`src/verilog/fspg_pkg.sv`:
```
// Purpose: Shared constants and types for the flash sector program guard
// Assumes: 16-bit CPU address space, flash array sits at its top
// Notes:   Guard keys are arbitrary values
package fspg_pkg;

    // Sector layout
    localparam int          SECTOR_KB      = 4;
    localparam logic [15:0] SECTOR0_BASE   = 16'hF000;
    localparam logic [15:0] SECTOR1_BASE   = 16'hE000;
    localparam logic [16:0] ADDR_SPACE_TOP = 17'h1_0000;
    localparam int          FLASH_KB_DFLT  = 60;

    // Unlock keys for the register access guard (arbitrary values)
    localparam logic [7:0]  GUARD_KEY1     = 8'h5A;
    localparam logic [7:0]  GUARD_KEY2     = 8'hC3;

    // Option byte field holding read-out protection (1 = protected)
    localparam int          OPT_PROTECT_BIT = 0;
    localparam logic        PROTECT_RST     = 1'b1;

    typedef enum logic [1:0]
    {
        OP_PROG_BYTE    = 2'h0,
        OP_ERASE_SECTOR = 2'h1,
        OP_ERASE_ALL    = 2'h2,
        OP_PROG_OPTION  = 2'h3
    } fspg_op_type;

    typedef enum logic [1:0]
    {
        MODE_NONE                 = 2'h0,
        MODE_EXT_TOOL             = 2'h1,
        MODE_IN_CIRCUIT_PROG      = 2'h2,
        MODE_IN_APPLICATION_PROG  = 2'h3
    } fspg_mode_type;

    typedef enum logic [1:0]
    {
        ST_IDLE  = 2'b00,
        ST_WAIT  = 2'b01,
        ST_ISSUE = 2'b11
    } fspg_state_type;

    typedef struct packed
    {
        fspg_op_type op;
        logic [15:0] addr;
        logic [7:0]  data;
    } fspg_req_type;

    typedef struct packed
    {
        fspg_op_type op;
        logic [1:0]  sector;
        logic [15:0] addr;
        logic [7:0]  data;
    } fspg_cmd_type;

endpackage

```
`src/verilog/fspg_sector_decode.sv`:
```
// Purpose: Maps a flash address to its sector number
// Assumes: Array occupies the top FLASH_KB kilobytes of the address space
// Notes:   Purely combinational
`timescale 1ns/100ps
`default_nettype none
module fspg_sector_decode #(
    parameter int FLASH_KB = fspg_pkg::FLASH_KB_DFLT
) (
    // Address in
    input  wire logic [15:0] addr,
    // Decode out
    output logic             hit,
    output logic [1:0]       sector
);

    localparam logic [16:0] ARRAY_BYTES = 17'(FLASH_KB * 1024);
    localparam logic [16:0] ARRAY_BASE  = fspg_pkg::ADDR_SPACE_TOP - ARRAY_BYTES;

    always_comb
    begin
        hit = ({1'b0, addr} >= ARRAY_BASE);
        // Top two sectors are fixed, remainder is sector 2
        if (addr >= fspg_pkg::SECTOR0_BASE)
            sector = 2'h0;
        else if (addr >= fspg_pkg::SECTOR1_BASE && FLASH_KB > fspg_pkg::SECTOR_KB)
            sector = 2'h1;
        else
            sector = 2'h2;
    end

endmodule
`default_nettype wire

```
`src/verilog/fspg_guard.sv`:
```
// Purpose: Gates program/erase requests to the flash array by mode and protection
// Assumes: Array macro takes one command per ARR_START and pulses ARR_DONE
// Notes:   One unlock admits at most one request
`timescale 1ns/100ps
`default_nettype none
module fspg_guard #(
    parameter int FLASH_KB = fspg_pkg::FLASH_KB_DFLT
) (
    // Clock and reset
    input  wire logic                   SYS_CLK,
    input  wire logic                   RSTN,
    input  wire logic                   CE,
    // Mode and option inputs
    input  wire fspg_pkg::fspg_mode_type MODE,
    input  wire logic                   READOUT_PROTECT_NV,
    // Register access guard key writes
    input  wire logic                   GUARD_WR,
    input  wire logic [7:0]             GUARD_KEY,
    // Program/erase requests
    input  wire logic                   REQ_VALID,
    input  wire fspg_pkg::fspg_req_type REQ,
    output logic                        REQ_READY,
    output logic                        REQ_DONE,
    output logic                        REQ_REFUSED,
    // Array command port
    output logic                        ARR_START,
    output fspg_pkg::fspg_cmd_type      ARR_CMD,
    input  wire logic                   ARR_DONE,
    // Status
    output logic                        UNLOCKED,
    output logic                        PROTECTED,
    output logic                        EXT_READ_EN
);

    ////////////////////////////////////////////////////////////////////////////
    // Address decode

    logic       dec_hit;
    logic [1:0] dec_sector;

    fspg_sector_decode #(.FLASH_KB(FLASH_KB)) u_dec (
        .addr   (REQ.addr),
        .hit    (dec_hit),
        .sector (dec_sector)
    );

    ////////////////////////////////////////////////////////////////////////////
    // State

    fspg_pkg::fspg_state_type state_r, state_nxt;
    fspg_pkg::fspg_cmd_type   cmd_r, cmd_nxt, pend_cmd_r, pend_cmd_nxt;
    logic pend_r, pend_nxt;
    logic key1_r, key1_nxt, unlock_r, unlock_nxt;
    logic prot_r, prot_nxt, loaded_r, loaded_nxt;
    logic start_r, start_nxt, done_r, done_nxt, refuse_r, refuse_nxt;
    logic take, allowed, mode_full;

    assign REQ_READY   = (state_r == fspg_pkg::ST_IDLE) && loaded_r;
    assign take        = CE && REQ_VALID && REQ_READY;
    assign mode_full   = (MODE == fspg_pkg::MODE_EXT_TOOL) || (MODE == fspg_pkg::MODE_IN_CIRCUIT_PROG);

    // Admission decision for the request on the port
    always_comb
    begin
        allowed = 1'b0;
        if (unlock_r)
        begin
            unique case (REQ.op)
                fspg_pkg::OP_PROG_OPTION:
                    allowed = mode_full;
                fspg_pkg::OP_ERASE_ALL:
                    allowed = mode_full && !prot_r;
                fspg_pkg::OP_ERASE_SECTOR, fspg_pkg::OP_PROG_BYTE:
                    allowed = dec_hit && !prot_r
                              && (mode_full
                                  || (MODE == fspg_pkg::MODE_IN_APPLICATION_PROG
                                      && dec_sector != 2'h0));
            endcase
        end
    end

    always_comb
    begin
        state_nxt    = state_r;
        cmd_nxt      = cmd_r;
        pend_cmd_nxt = pend_cmd_r;
        pend_nxt     = pend_r;
        key1_nxt     = key1_r;
        unlock_nxt   = unlock_r;
        prot_nxt     = prot_r;
        loaded_nxt   = 1'b1;
        start_nxt    = 1'b0;
        done_nxt     = 1'b0;
        refuse_nxt   = 1'b0;
        if (!loaded_r)
            prot_nxt = READOUT_PROTECT_NV;
        // One unlock is spent on any taken request
        if (take)
            unlock_nxt = 1'b0;
        // Key writes: second key only counts right after the first; set wins over spend
        if (GUARD_WR)
        begin
            key1_nxt = (GUARD_KEY == fspg_pkg::GUARD_KEY1);
            if (key1_r && GUARD_KEY == fspg_pkg::GUARD_KEY2)
                unlock_nxt = 1'b1;
        end
        unique case (state_r)
            fspg_pkg::ST_IDLE:
                if (take)
                begin
                    if (!allowed)
                        refuse_nxt = 1'b1;
                    else
                    begin
                        cmd_nxt   = '{REQ.op, dec_sector, REQ.addr, REQ.data};
                        start_nxt = 1'b1;
                        state_nxt = fspg_pkg::ST_WAIT;
                        // Dropping protection: wipe the array before the option write
                        if (REQ.op == fspg_pkg::OP_PROG_OPTION && prot_r
                            && !REQ.data[fspg_pkg::OPT_PROTECT_BIT])
                        begin
                            pend_cmd_nxt = cmd_nxt;
                            pend_nxt     = 1'b1;
                            cmd_nxt.op   = fspg_pkg::OP_ERASE_ALL;
                        end
                    end
                end
            fspg_pkg::ST_WAIT:
                if (ARR_DONE)
                begin
                    if (pend_r)
                        state_nxt = fspg_pkg::ST_ISSUE;
                    else
                    begin
                        done_nxt  = 1'b1;
                        state_nxt = fspg_pkg::ST_IDLE;
                        if (cmd_r.op == fspg_pkg::OP_PROG_OPTION)
                            prot_nxt = cmd_r.data[fspg_pkg::OPT_PROTECT_BIT];
                    end
                end
            fspg_pkg::ST_ISSUE:
            begin
                cmd_nxt   = pend_cmd_r;
                pend_nxt  = 1'b0;
                start_nxt = 1'b1;
                state_nxt = fspg_pkg::ST_WAIT;
            end
        endcase
    end

    always_ff @(posedge SYS_CLK or negedge RSTN)
    begin
        if (!RSTN)
        begin
            state_r    <= fspg_pkg::ST_IDLE;
            cmd_r      <= '0;
            pend_cmd_r <= '0;
            pend_r     <= 1'b0;
            key1_r     <= 1'b0;
            unlock_r   <= 1'b0;
            prot_r     <= fspg_pkg::PROTECT_RST;
            loaded_r   <= 1'b0;
            start_r    <= 1'b0;
            done_r     <= 1'b0;
            refuse_r   <= 1'b0;
        end
        else if (CE)
        begin
            state_r    <= state_nxt;
            cmd_r      <= cmd_nxt;
            pend_cmd_r <= pend_cmd_nxt;
            pend_r     <= pend_nxt;
            key1_r     <= key1_nxt;
            unlock_r   <= unlock_nxt;
            prot_r     <= prot_nxt;
            loaded_r   <= loaded_nxt;
            start_r    <= start_nxt;
            done_r     <= done_nxt;
            refuse_r   <= refuse_nxt;
        end
    end

    assign ARR_START   = start_r;
    assign ARR_CMD     = cmd_r;
    assign REQ_DONE    = done_r;
    assign REQ_REFUSED = refuse_r;
    assign UNLOCKED    = unlock_r;
    assign PROTECTED   = prot_r;
    assign EXT_READ_EN = loaded_r && !prot_r;
endmodule
`default_nettype wire

```
`config.mk`:
```
export PLATFORM = sky130hd
export DESIGN_NAME = fspg_guard
export DESIGN_NICKNAME = d
export VERILOG_FILES = /design/src/verilog/fspg_pkg.sv /design/src/verilog/fspg_sector_decode.sv /design/src/verilog/fspg_guard.sv
export SDC_FILE = /design/constraint.sdc
export NUM_CORES = 1
export LEC_CHECK = 0
export ABC_AREA = 1
export BUFFER_PORTS_ARGS = -buffer_cell sky130_fd_sc_hd__buf_2
export CORE_ASPECT_RATIO = 0.8
export CORE_MARGIN = 2
export CORE_UTILIZATION = 30
export CTS_BUF_LIST = sky130_fd_sc_hd__clkbuf_8
export CTS_CLUSTER_DIAMETER = 40
export CTS_CLUSTER_SIZE = 28
export DETAILED_ROUTE_END_ITERATION = 12
export REMOVE_ABC_BUFFERS = 1
export SYNTH_ARGS = -nofsm -noshare
export SYNTH_HDL_FRONTEND = slang
export SYNTH_HIERARCHICAL = 1
export SYNTH_SLANG_ARGS = --single-unit
```
`constraint.sdc`:
```
create_clock -name SYS_CLK -period 1.9 [get_ports SYS_CLK]
set_clock_uncertainty 0.2 [all_clocks]
set_input_delay 0.38 -clock SYS_CLK [delete_from_list [all_inputs] [get_ports SYS_CLK]]
set_output_delay 0.38 -clock SYS_CLK [all_outputs]
set_load 0.02 [all_outputs]
```
==> results by group <==
Detailed routing
  – Violation count after the first detailed-route iteration: 119
  – Via/cell ratio: 4.42
  – Routed Antenna Nets: 0
  – DR WL/cell: 12.3 microns
  – Total number of vias: between 2000 and 3000
  – First-pass DRT Iterations: 4
  – DR DRC count: 0
  – Routed wire length: 8000 microns

Critical path
  – CP delay by family, top: flip-flops
  – CP cell instances: inv_2, ha_4, nand2_4, buf_6, inv_2, buf_6
  – Max incr delay on CP: 0.40 ns
  – CP Launch Point: state_r[1]$_DFFE_PN0P_
  – Crit path arrival time: ~1.3 ns
  – Crit. End Element: output pin
  – Worst R2R Path Depth: 10
  – Worst Path Max Fanout: 2
  – Critical R2R Launch: state_r[1]$_DFFE_PN0P_
  – Required time worst endpoint: approximately 1.3 ns
  – Setup slack, reg-to-reg: 0.10 ns
  – Startpoint types: register
  – Slowest cell on crit path: dfrtp_1
  – CP bufs+invs: 4
  – Crit Path Class: register to output pin
  – Crit path depth: 6

Floorplanning
  – Die area: 0.0114 sq mm
  – DIE WIDTH: 119 microns
  – Die Span Y: 96.0 microns
  – # rows: 33
  – IO Pins: 78
  – Core Area: 0.0103 sq mm
  – Starting Density: 30.9%

Synth
  – Syn Area/Cell: 7.66 sq um
  – FF+latch count, synth: 66
  – Synth warnings: 6
  – Synth Instances: 414
  – Distinct cell type count after synthesis: 27
  – Seq/Total Area, Yosys: 52.1%
  – Leading area contributor after synthesis: dfrtp_1
  – Ranking of synthesized cells by area: dfrtp_1, nand2_1, nand3_1
  – Post-synth top area share: 51.3%
  – Mapped Area: between 0.003 and 0.004 sq mm

Timing
  – RSZ-0062 raised after global routing: true
  – Final critical-path share of the clock period: 98.0%
  – Worst Tran Pin Value: 0.360 ns
  – Final setup vio count: 0
  – Fin crit period: 1.86 ns
  – Worst slew margin: 76.0%
  – Final-report hold violation count: 0
  – Hold WS: 0.0493 ns
  – Final slew viol count: 0
  – Fmax: around 0.54 GHz

Final layout
  – Filler cells: 1082
  – Antenna diodes: 0
  – Area Overhead vs Synth: 29.3%
  – Layout cells sized above 1: 25.0%
  – Nets: 557
  – Flip-flop and latch area: 0.00165 sq mm
  – Final Util: 39.9%
  – Final std cells w/o fill: 653
  – Area occupied by multi-input gates: 0.00135 sq mm

Global routing
  – Initial antenna violation count: 0
  – GRT Util Overall: 14.5%
  – Vias in the first global route: 2807
  – GRT overflow: 0
  – First-pass GRT wire length: 13200 microns
  – Largest net degree at the start of global routing: 67

Clock tree
  – Root Buffer: clkbuf_8
  – Clk sinks: 66
  – Latest clock arrival within the worst-skew pair: 0.33 ns
  – CTS tree: yes
  – CTS Buf Count: 9
  – Max clock buf depth: 2
  – CTS H-tree lvls: 3
  – CTS clk-pin slew, worst paths: 0.07 ns

Job
  – Max-cap violations: 0

Min path
  – Hold Path Cell Cnt: 2
  – Hold Crit Start: GUARD_KEY[0]
  – Hold Crit Class: input pin to register

Pwr
  – Static leakage: around 2.4 nW
  – PwrDens: 743 mW/mm^2
  – Final Total Pwr: 0.00305 W
  – Maximum vdd drop: 0.307 mV

Place
  – RePlAce Congestion: 0.742
  – Placed Cells: 635
  – Dpl hpwl: 5580 microns
  – IO buf count: 77

Run status
  – Status: completed
==> worst paths after layout <==
check	to
worst max-delay path	REQ_READY
worst min-delay path	key1_r$_DFFE_PN0P_
worst max register to register	PROTECTED$_DFFE_PN1P_
worst min register to register	pend_cmd_r[27]$_DFFE_PN0P_
max in group asynchronous	PROTECTED$_DFFE_PN1P_
min in group asynchronous	pend_cmd_r[17]$_DFFE_PN0P_
==> layer usage <==
layer  share of wire (%)  GRT usage [%]
met1                  47           18.4
met2                  47           23.9
met3                 5.0           4.27
met4                 1.7           5.26
met5                   0              0
==> power breakdown <==
part	internal (W)	leakage (nW)	switching (W)
logic	0.000226	1.48	0.000268
clock network	0.000580	0.0936	0.000523
registers	0.00143	0.853	0.0000186
==> Yosys cell counts <==
cell type and instances:
nand2_1 210, dfrtp_1 65, nand3_1 37, inv_1 27, o21ai_0 25, nor2_1 13, buf_4 6, buf_2 5
clkbuf_1 5, ha_1 4, a21boi_0 1, a21oi_1 1, buf_1 1, buf_6 1, dfstp_2 1, inv_4 1
nand2_2 1, nand3_4 1, nor2_2 1, nor2_8 1, nor3_1 1, nor3b_1 1, o21a_1 1, o22ai_1 1
o31ai_1 1, o41ai_1 1, or2_2 1
==> worst reg2reg max path, delay by kind of cell, from the launching register on <==
kind / cells / cell delay [ns]
AO/OA/AOI/OAI: 2 / 0.17
adder cells (fa/ha/maj): 1 / 0.15
buffers and inverters: 3 / 0.24
flip-flops: 1 / 0.40
AND/OR/NAND/NOR: 4 / 0.58
==> repair_timing <==
action,CTS,global route
pin swaps,1,2
setup endpoints to repair,3,15
setup buffers,2,1
hold endpoints to repair,65,0
hold buffers,1,0
resized for setup,7,9
gates cloned,0,0
==> stage by stage <==
stage                     TNS (ns)  instance area [sq um]  setup WS [ns]
after global routing       -0.0349                   4100        -0.0231
after floorplan             -32.72                   3070         -0.950
final                            0                   4100         0.0380
after global placement       -5.29                   3840         -0.109
after detailed placement     -8.49                   3840         -0.195
after CTS                        0                   4070        0.00230
==> cells by family (layout without fill, tap and decap cells) <==
kind of cell | Yosys count | after routing | synth area share [%]
adder cells (fa/ha/maj) | 4 | 4 | 1.58
buffers and inverters | 46 | 145 | 6.66
flip-flops | 66 | 66 | 52.1
AND/OR/NAND/NOR | 267 | 267 | 34.4
AO/OA/AOI/OAI | 31 | 31 | 5.28
==> layout make-up <==
type | instances | share of cell area (%)
flip-flops and latches | 66 | 40.3
repair buffers | 103 | 15.8
inverters | 28 | 2.62
multi-input cells | 302 | 32.8
well taps | 140 | 4.27
clock inverters | 5 | 1.22
clock buffers | 9 | 3.02
==> cell usage in the layout, fill, tap and decap left out, drive strengths merged <==
| master | netlist | final |
|---|---|---|
| o41ai | 1 | 1 |
| nor3b | 1 | 1 |
| o21ai | 25 | 25 |
| o21a | 1 | 1 |
| o31ai | 1 | 1 |
| buf | 13 | 102 |
| nand2 | 211 | 211 |
| nand3 | 38 | 38 |
| o22ai | 1 | 1 |
| dlygate4sd3 | 0 | 1 |
| nor2 | 15 | 15 |
| clkbuf | 5 | 9 |
| inv | 28 | 30 |
| a21oi | 1 | 1 |
| or2 | 1 | 1 |
| dfstp | 1 | 1 |
| bufinv | 0 | 1 |
| clkinvlp | 0 | 1 |
| clkinv | 0 | 1 |
| a21boi | 1 | 1 |
| nor3 | 1 | 1 |
| dfrtp | 65 | 65 |
| ha | 4 | 4 |
Note: power is estimated with default switching activity, not from simulation.
